--- src/hw/scs_cfg.svh ---
`ifndef SCS_CFG_SVH
`define SCS_CFG_SVH

// Width of a channel number; channel zero is the home position.
`define SCS_CHAN_W      8
// Width of one stored measurement word.
`define SCS_DATA_W      16
// Width of the settling delay count, in clock cycles of the 10 MHz clock.
`define SCS_DELAY_W     16
// Channel number that stands for home, with every channel open.
`define SCS_HOME_CHAN   8'h00
// First channel of every scan pass.
`define SCS_FIRST_CHAN  8'h01
// Reset value of the stored final channel.
`define SCS_LAST_RST    8'h01
// Reset value of the stored measurement word.
`define SCS_DATA_RST    16'h0000
// Reset value of the settling counter.
`define SCS_DELAY_RST   16'h0000
// Count step of the settling counter.
`define SCS_DELAY_STEP  16'h0001

`endif

--- src/hw/scs_pkg.sv ---
package scs_pkg;

  // Operating mode carried by a programming command.
  typedef enum logic [1:0] {
    SCS_MODE_SINGLE,
    SCS_MODE_CONT,
    SCS_MODE_RANDOM
  } scs_mode_t;

endpackage

--- src/hw/scs_settle_timer.sv ---
`timescale 1ns/1ps
`include "scs_cfg.svh"

// Channel settling timer. A start pulse loads the front-panel delay and the
// done pulse asks the meter to measure once the count has run out.
module scs_settle_timer
  import scs_pkg::*;
(
  input  wire logic                    clk,
  input  wire logic                    srst,
  input  wire logic                    start,
  input  wire logic [`SCS_DELAY_W-1:0] delay,
  output logic                         busy,
  output logic                         done
);

  logic [`SCS_DELAY_W-1:0] cnt_ff;     // Cycles left before the measurement.
  logic                    busy_ff;    // High while the delay runs.
  logic                    done_ff;    // One-cycle end-of-delay pulse.
  logic [`SCS_DELAY_W-1:0] nxt_cnt;
  logic                    nxt_busy;
  logic                    nxt_done;
  wire                     expire;     // Last cycle of a running delay.

  // A zero delay still expires one cycle after the start, never in it.
  assign expire   = busy_ff && (cnt_ff == `SCS_DELAY_RST);
  // A new start restarts the delay, since the channel has just changed.
  assign nxt_cnt  = start ? delay : (busy_ff && !expire) ? cnt_ff - `SCS_DELAY_STEP : cnt_ff;
  assign nxt_busy = start | (busy_ff & ~expire);
  assign nxt_done = expire & ~start;

  // Counter registers.
  always_ff @(posedge clk)
  begin
    if (srst)
    begin
      cnt_ff  <= `SCS_DELAY_RST;
      busy_ff <= 1'b0;
      done_ff <= 1'b0;
    end
    else
    begin
      cnt_ff  <= nxt_cnt;
      busy_ff <= nxt_busy;
      done_ff <= nxt_done;
    end
  end

  assign busy = busy_ff;
  assign done = done_ff;

endmodule

--- src/hw/scs_sequencer.sv ---
// Contract
// - Single scan runs once, channel 1 to final.
// - Single scan never wraps without new programming.
// - Scan-mode programming while ready clears ready, selects 1.
// - End of programming strobes store, starts settling; settling here starts only when programmed while ready.
// - Programming while not ready selects no channel.
// - Scan-mode advance moves to next channel, starts settling.
// - Read-out stalls until meter data is delivered.
// - Single-scan misuse halts until reset or start.
// - Reprogramming a running scan returns home.
// - Continuous scan wraps from final to 1.
// - Random-mode advance sets ready, selects nothing.
// - Random programming while ready selects given channel.
// - Home clears counter, opens every channel.
`timescale 1ns/1ps
`include "scs_cfg.svh"

// Scanner channel sequencer. It follows programming, advance and read-out
// commands from the controller and keeps the channel, ready and halt state.
module scs_sequencer
(
  input  wire logic                    CLK,
  input  wire logic                    SRST,
  input  wire logic                    PROG_VALID,
  input  scs_pkg::scs_mode_t           PROG_MODE,
  input  wire logic [`SCS_CHAN_W-1:0]  PROG_CHAN,
  input  wire logic                    ADV_CMD,
  input  wire logic                    READ_CMD,
  input  wire logic                    METER_VALID,
  input  wire logic [`SCS_DATA_W-1:0]  METER_DATA,
  input  wire logic [`SCS_DELAY_W-1:0] CHAN_DELAY,
  input  wire logic                    CTRL_RESET,
  input  wire logic                    CTRL_START,
  output logic                         STORE_STROBE,
  output logic                         SETTLE_START,
  output logic                         SETTLE_BUSY,
  output logic                         MEAS_REQ,
  output logic [`SCS_CHAN_W-1:0]       CHAN_SEL,
  output logic                         READY,
  output logic                         HALT,
  output logic                         READ_STALL,
  output logic                         OUT_VALID,
  output logic [`SCS_DATA_W-1:0]       OUT_DATA
);
  import scs_pkg::*;

  logic [`SCS_CHAN_W-1:0] chan_ff;      // Selected channel, zero when home.
  logic [`SCS_CHAN_W-1:0] last_ff;      // Programmed final channel.
  scs_mode_t              mode_ff;      // Mode of the last programming command.
  logic                   ready_ff;     // Scanner ready state.
  logic                   halt_ff;      // System halted after a misuse.
  logic                   store_ff;     // Store-data strobe to the scanner.
  logic                   settle_ff;    // Start pulse for the settling delay.
  logic                   rd_pend_ff;   // Read-out waiting for meter data.
  logic                   have_ff;      // Meter data held for read-out.
  logic [`SCS_DATA_W-1:0] data_ff;      // Held meter data.
  logic                   out_vld_ff;   // Read-out word on the ASCII bus.
  logic [`SCS_DATA_W-1:0] out_data_ff;  // Word placed on the ASCII bus.
  logic                   end_read_ff;  // Single pass final channel read out.

  logic [`SCS_CHAN_W-1:0] nxt_chan;
  logic                   nxt_ready;

  // Decoded commands and conditions.
  wire clear_halt = CTRL_RESET | CTRL_START;
  wire is_scan    = (mode_ff == SCS_MODE_SINGLE) || (mode_ff == SCS_MODE_CONT);
  wire at_last    = (chan_ff == last_ff) && (chan_ff != `SCS_HOME_CHAN);
  wire prog_scan  = (PROG_MODE == SCS_MODE_SINGLE) || (PROG_MODE == SCS_MODE_CONT);
  // A second pass in single scan without reprogramming is a misuse.
  wire adv_bad    = ADV_CMD && !PROG_VALID && (mode_ff == SCS_MODE_SINGLE) && at_last;
  wire read_bad   = READ_CMD && end_read_ff;
  wire misuse     = ~halt_ff & ~clear_halt & (adv_bad | read_bad);
  // Commands are ignored while halted and in the cycle of a controller reset or start.
  wire live       = ~halt_ff & ~clear_halt;
  wire prog_ok    = live & PROG_VALID;
  wire adv_ok     = live & ADV_CMD & ~adv_bad & ~PROG_VALID;
  wire read_ok    = live & READ_CMD & ~read_bad;
  // Meter data is handed on once a read-out is waiting for it.
  wire deliver    = rd_pend_ff & have_ff & ~halt_ff;
  wire adv_sel    = adv_ok & (mode_ff != SCS_MODE_RANDOM);
  wire prog_sel   = prog_ok & ready_ff;
  wire meas_done;

  // Next channel after an advance: wrap only in continuous scan.
  function automatic logic [`SCS_CHAN_W-1:0] step_chan(
    input logic [`SCS_CHAN_W-1:0] cur,
    input logic [`SCS_CHAN_W-1:0] last,
    input logic                   wrap
  );
    logic [`SCS_CHAN_W-1:0] res;
    res = cur + `SCS_FIRST_CHAN;
    if (wrap && (cur == last))
    begin
      res = `SCS_FIRST_CHAN;
    end
    return res;
  endfunction

  // Channel and ready state for the next cycle.
  always_comb
  begin
    nxt_chan  = chan_ff;
    nxt_ready = ready_ff;
    if (CTRL_RESET)
    begin
      nxt_ready = 1'b0;
    end
    else if (prog_ok)
    begin
      if (!ready_ff)
      begin
        // Not ready: go home and wait for the next advance.
        nxt_chan = `SCS_HOME_CHAN;
      end
      else if (prog_scan)
      begin
        nxt_ready = 1'b0;
        nxt_chan  = `SCS_FIRST_CHAN;
      end
      else
      begin
        nxt_ready = 1'b0;
        nxt_chan  = PROG_CHAN;
      end
    end
    else if (adv_ok)
    begin
      if (mode_ff == SCS_MODE_RANDOM)
      begin
        // The channel is chosen by the programming command that follows.
        nxt_ready = 1'b1;
        nxt_chan  = `SCS_HOME_CHAN;
      end
      else
      begin
        nxt_chan = step_chan(chan_ff, last_ff, mode_ff == SCS_MODE_CONT);
      end
    end
  end

  // Sequencer state registers.
  always_ff @(posedge CLK)
  begin
    if (SRST)
    begin
      chan_ff   <= `SCS_HOME_CHAN;
      ready_ff  <= 1'b0;
      last_ff   <= `SCS_LAST_RST;
      mode_ff   <= SCS_MODE_SINGLE;
      store_ff  <= 1'b0;
      settle_ff <= 1'b0;
    end
    else
    begin
      chan_ff   <= nxt_chan;
      ready_ff  <= nxt_ready;
      store_ff  <= prog_ok;
      // Settling starts from programming while ready or from an advance outside random mode.
      settle_ff <= (prog_sel & ~CTRL_RESET) | adv_sel;
      if (prog_ok)
      begin
        last_ff <= PROG_CHAN;
        mode_ff <= PROG_MODE;
      end
    end
  end

  // Halt state: set on a misuse, held until reset or start.
  always_ff @(posedge CLK)
  begin
    if (SRST)
    begin
      halt_ff     <= 1'b0;
      end_read_ff <= 1'b0;
    end
    else
    begin
      halt_ff <= (halt_ff | misuse) & ~clear_halt;
      // Marks that the single pass is over, so a read-out now is a misuse.
      if (prog_ok || clear_halt)
      begin
        end_read_ff <= 1'b0;
      end
      else if (deliver && at_last && (mode_ff == SCS_MODE_SINGLE))
      begin
        end_read_ff <= 1'b1;
      end
    end
  end

  // Read-out path: the meter result is held until a read-out takes it.
  // The held word is kept only once; a newer meter result replaces it.
  always_ff @(posedge CLK)
  begin
    if (SRST)
    begin
      rd_pend_ff  <= 1'b0;
      have_ff     <= 1'b0;
      data_ff     <= `SCS_DATA_RST;
      out_vld_ff  <= 1'b0;
      out_data_ff <= `SCS_DATA_RST;
    end
    else
    begin
      rd_pend_ff <= (rd_pend_ff | read_ok) & ~deliver & ~clear_halt;
      if (METER_VALID)
      begin
        have_ff <= 1'b1;
        data_ff <= METER_DATA;
      end
      else if (deliver || adv_sel || prog_sel)
      begin
        // A new channel makes any older result stale.
        have_ff <= 1'b0;
      end
      out_vld_ff <= deliver;
      if (deliver)
      begin
        out_data_ff <= data_ff;
      end
    end
  end

  // Settling delay and measurement request.
  scs_settle_timer u_settle
  (
    .clk   (CLK),
    .srst  (SRST),
    .start (settle_ff),
    .delay (CHAN_DELAY),
    .busy  (SETTLE_BUSY),
    .done  (meas_done)
  );

  assign STORE_STROBE = store_ff;
  assign SETTLE_START = settle_ff;
  assign MEAS_REQ     = meas_done & (chan_ff != `SCS_HOME_CHAN);
  assign CHAN_SEL     = chan_ff;
  assign READY        = ready_ff;
  assign HALT         = halt_ff;
  // The controller is held off while a read-out waits for the meter.
  assign READ_STALL   = rd_pend_ff & ~out_vld_ff;
  assign OUT_VALID    = out_vld_ff;
  assign OUT_DATA     = out_data_ff;

  // Programming while ready in a scan mode selects channel one.
  a_ready_prog_sel : assert property (@(posedge CLK) disable iff (SRST)
    prog_ok && ready_ff && prog_scan && !CTRL_RESET |=> CHAN_SEL == 8'h01 && !READY)
    else $error("Programming while ready did not select channel one.");

  // Programming while not ready sends the scanner home.
  a_not_ready_home : assert property (@(posedge CLK) disable iff (SRST)
    prog_ok && !ready_ff |=> CHAN_SEL == 8'h00)
    else $error("Programming while not ready left a channel selected.");

  // Store strobe follows the programming command, settling one cycle on.
  a_store_settle : assert property (@(posedge CLK) disable iff (SRST)
    prog_ok && ready_ff && !CTRL_RESET |=> STORE_STROBE && SETTLE_START ##1 SETTLE_BUSY)
    else $error("Store strobe or settling start missing after programming.");

  // Advance steps the channel by one and starts settling.
  a_adv_step : assert property (@(posedge CLK) disable iff (SRST)
    adv_sel && !CTRL_RESET && chan_ff != last_ff
      |=> CHAN_SEL == $past(chan_ff) + 8'h01 && SETTLE_START)
    else $error("Advance did not step to the next channel.");

  // Continuous scan wraps from the final channel to channel one.
  a_cont_wrap : assert property (@(posedge CLK) disable iff (SRST)
    adv_ok && mode_ff == SCS_MODE_CONT && chan_ff == last_ff |=> CHAN_SEL == 8'h01)
    else $error("Continuous scan did not wrap to channel one.");

  // Single scan advance past the final channel halts, channel held.
  a_single_halt : assert property (@(posedge CLK) disable iff (SRST)
    misuse |=> HALT && $stable(CHAN_SEL) ##1 (HALT || $past(clear_halt)))
    else $error("Single scan misuse did not halt the system.");

  // Random advance sets ready with no channel selected.
  a_random_ready : assert property (@(posedge CLK) disable iff (SRST)
    adv_ok && mode_ff == SCS_MODE_RANDOM && !CTRL_RESET |=> READY && CHAN_SEL == 8'h00)
    else $error("Random advance did not set ready.");

  // Random programming while ready selects the carried channel.
  a_random_sel : assert property (@(posedge CLK) disable iff (SRST)
    prog_ok && ready_ff && PROG_MODE == SCS_MODE_RANDOM && !CTRL_RESET
      |=> CHAN_SEL == $past(PROG_CHAN) && !READY)
    else $error("Random programming did not select the given channel.");

  // A stalled read-out stays stalled until data arrives.
  a_read_stall : assert property (@(posedge CLK) disable iff (SRST)
    READ_STALL && !have_ff && !METER_VALID && !clear_halt |=> READ_STALL && !OUT_VALID)
    else $error("Read-out stall released without meter data.");

  // Held data and a pending read-out put the word out next cycle.
  a_read_out : assert property (@(posedge CLK) disable iff (SRST)
    deliver |=> OUT_VALID && OUT_DATA == $past(data_ff))
    else $error("Read-out did not deliver the held word.");

  // Controller reset clears ready.
  a_reset_ready : assert property (@(posedge CLK) disable iff (SRST)
    CTRL_RESET |=> !READY && !HALT)
    else $error("Controller reset did not clear ready.");

endmodule

--- config.mk ---
export PLATFORM = sky130hd
export DESIGN_NAME = scs_sequencer
export DESIGN_NICKNAME = d
export VERILOG_FILES = /design/src/hw/scs_pkg.sv /design/src/hw/scs_settle_timer.sv /design/src/hw/scs_sequencer.sv
export VERILOG_INCLUDE_DIRS = /design/src /design/src/hw
export SDC_FILE = /design/constraint.sdc
export NUM_CORES = 1
export LEC_CHECK = 0
export BUFFER_PORTS_ARGS = -buffer_cell sky130_fd_sc_hd__buf_2
export CORE_AREA = 5 5 71 105
export CTS_BUF_LIST = sky130_fd_sc_hd__clkbuf_2
export CTS_CLUSTER_DIAMETER = 150
export DETAILED_ROUTE_END_ITERATION = 10
export DIE_AREA = 0 0 76 110
export GPL_TIMING_DRIVEN = 0
export PLACE_DENSITY = 0.8
export REMOVE_ABC_BUFFERS = 1
export SYNTH_ARGS = -nofsm -noshare
export SYNTH_HDL_FRONTEND = slang
export SYNTH_SLANG_ARGS = --single-unit
--- constraint.sdc ---
create_clock -name CLK -period 4.97 [get_ports CLK]
set_input_delay 0.497 -clock CLK [delete_from_list [all_inputs] [get_ports CLK]]
set_output_delay 0.497 -clock CLK [all_outputs]
set_load 0.02 [all_outputs]
==> flow_summary.yaml <==
status:
  status: "complete, no violations"
critical_path:
  end_kind: "register"
  reg2reg_to: "CHAN_SEL[1]$_SDFFE_PP0P_"
  worst-path-max-fanout: 16
  cp.required_ns: 5.39
  cpMaxStageDelayCell: "nor4b_1"
  r2r-start: "CHAN_SEL[0]$_SDFFE_PP0P_"
  cp-startpoint: "CHAN_SEL[0]$_SDFFE_PP0P_"
  slowest_delay_ns: 0.78
  ff2ff_path_depth: 8
  startpoint_type: "register"
  arrival_ns: 3.32
  critPathKind: "register to register"
  r2r_setup_slack_ns: 2.07
  cpMostUsedCell: "nor4b_1"
  cp_cell_sequence: "inv_1, ha_1, nor4b_1, a21oi_1, nor4b_1, o21a_1, a221oi_1, a211oi_1"
finish:
  nNetsFinal: 526
  num_antenna_cells: 0
  fin_cells: 552
  multiInputGateArea_mm2: 0.00176
  fillers: 593
  final-seq-area_mm2: 0.00152
  final_area_mm2: 0.00396
  area_delta_synth_final_pct: 15.8
  utilization_pct: 61.5
  drive_above_1_share_pct: 21.8
placed_design:
  gp_congestion: 0.875
  dp_worst_setup_slack_ns: 2.27
  dpl.hpwl_um: 5760
  dp.cells: 537
  postPlaceCellArea_mm2: 0.00382
  io_buffers: 81
timing:
  rsz0062_at_grt: "false"
  slew_headroom_pct: 35.5
  final.period_utilization_pct: 58.4
  period_minus_slack_ns: 2.90
  skew_ns: 0.0188
  hold_violations: 0
  layout_setup_ws_ns: 2.07
  clock.fmax_ghz: 0.345
  setup_viol: 0
  worst_pin_slew_ns: 0.955
  timing.hold.ws_ns: 0.190
  finalSetupTns_ns: 0
  slew_violations: 0
cts:
  tritoncts: "built"
  ctsResizeCount: 0
  clk_latency_ns: 0.51
  h-tree-depth: 3
  cts_buffers: 9
  cts.sink_count: 76
  clk_pin_slew_ns: 0.21
  root_buffer: "clkbuf_2"
  ctsHoldBuffers: 0
  clock_path_buffers: 2
  post_cts_buffers: 0
global_routing:
  grt_max_degree: 81
  grt-ovfl-total: 0
  grt_pass1_vias: 2932
  antenna_found_initial: 0
  grt_util_all_layers_pct: 19.6
  grt_pass1_wl_um: 13300
drt:
  wire_per_inst_um: 14.6
  routed_wl_um: 8060
  first_iter_violations: 117
  route.detailed.drc: 0
  ant_nets: 0
  via_count: 3035
  viasPerCell: 5.50
  firstDrtPassIters: 4
synth:
  ys_seq_area_share_pct: 44.5
  async_flop_share_pct: 0
  ys_top_cells_by_area: "dfxtp_1 (45%), nand2_1 (7.2%), a21oi_1 (6.3%), mux2i_1 (5.6%), xnor2_1 (4.9%)"
  synth.distinct_cells: 48
  syn_inst: 403
  synth_common_cells: "dfxtp_1 (76), nand2_1 (66), nor2_1 (44)"
  synth_edf_count: 0
  synthesis.area_mm2: 0.00342
  ys_warn_count: 0
  post-synth-top-count-cell: "dfxtp_1"
  synth.top_cell.area_share_pct: 44.5
  yosysTopAreaCell: "dfxtp_1"
  syn_area_per_cell_um2: 8.48
  synth-seq-cells: 76
  ys.flop_type: "dfxtp_1"
worst_hold_path:
  hold_end: "READY$_SDFFE_PP0P_"
  min_path_type: "input pin to register"
  hold_depth: 2
  worstHoldStart: "CTRL_RESET"
floorplanning:
  core_area_mm2: 0.00644
  die_y_um: 110
  dieArea_mm2: 0.00836
  rows: 36
  start_util_pct: 53.1
  pin_count: 82
  die_x_um: 76
flow_run:
  max_cap_viol_count: 0
power:
  leakage_nw: 1.61
  power.total_mw: 1.14
  ir_drop_mv: 0.179
  powerDensity_mw_per_mm2: 288
## cells by family after synthesis
logic type / Yosys count / synth area share, %
DFF: 76 / 44.5
AOI/OAI and AO/OA: 83 / 16.6
xor gates and xnor gates: 19 / 4.87
buffers and inverters: 34 / 3.99
muxes: 19 / 5.56
and+or+nand+nor: 168 / 23.0
adders and majority gates: 4 / 1.46
## worst max-delay path, delay by kind of cell, from the launching register on
family,cells,cell delay (ns)
adder cells (fa/ha/maj),1,0.19
AND/OR/NAND/NOR,2,0.93
AO/OA/AOI/OAI,4,1.08
flip-flops,1,0.53
buffers and inverters,1,0.08
## metal layers
metal  up-vias  wire (um)  share of wire (%)  GRT usage (%)
met5         -          0                  0              0
met4         0        214                2.7           10.3
met3        18        392                4.9           6.02
met2        74       4240                 53           35.1
met1      1401       3210                 40           20.4
li1       1542          -                  -              -
## area by class of cell
| cell class | instances | share of cell area (%) |
|---|---|---|
| multi-input cells | 293 | 44.5 |
| clock buffers | 9 | 1.14 |
| repair buffers | 81 | 10.3 |
| well taps | 76 | 2.40 |
| inverters | 11 | 1.04 |
| clock inverters | 6 | 2.24 |
| flip-flops and latches | 76 | 38.4 |
## cell usage in the layout, fill, tap and decap left out, types with 3 or more instances in the layout
| cell | n |
|---|---|
| a22oi_1 | 5 |
| o32ai_1 | 6 |
| nor2_1 | 44 |
| nand3b_1 | 3 |
| mux2i_1 | 19 |
| and2_1 | 3 |
| nand2b_1 | 9 |
| ha_1 | 4 |
| dfxtp_1 | 76 |
| nor4b_1 | 4 |
| a211oi_1 | 6 |
| clkbuf_2 | 9 |
| buf_2 | 80 |
| nand3_1 | 4 |
| xnor2_1 | 19 |
| a21oi_1 | 43 |
| or4_1 | 3 |
| or3_1 | 3 |
| nor2b_1 | 3 |
| nor4_1 | 4 |
| nand2_1 | 66 |
| inv_1 | 11 |
| nor3_1 | 14 |
## state kept, by name, indices dropped and copies added, names as in the netlist, 2 cells and up
| signal | count |
|---|---|
| CHAN_SEL | 8 |
| data_ff | 16 |
| u_settle.cnt_ff | 16 |
| mode_ff | 2 |
| last_ff | 8 |
| OUT_DATA | 16 |
## how the worst max path moves through the flow
stage / to / slack (ns)
3_3_place_gp: CHAN_SEL[1]$_SDFFE_PP0P_ / 2.30
3_5_place_dp: CHAN_SEL[1]$_SDFFE_PP0P_ / 2.27
5_1_grt: CHAN_SEL[1]$_SDFFE_PP0P_ / 1.85
6_report: CHAN_SEL[1]$_SDFFE_PP0P_ / 2.07
2_1_floorplan: CHAN_SEL[1]$_SDFFE_PP0P_ / 2.59
4_1_cts: CHAN_SEL[1]$_SDFFE_PP0P_ / 2.10
## power by group
part           switching (mW)  internal [mW]  total (mW)
combinational          0.0696         0.0486       0.118
clock                   0.216          0.165       0.381
sequential             0.0138          0.627       0.641
No activity file was read; power rests on OpenSTA's default activity.
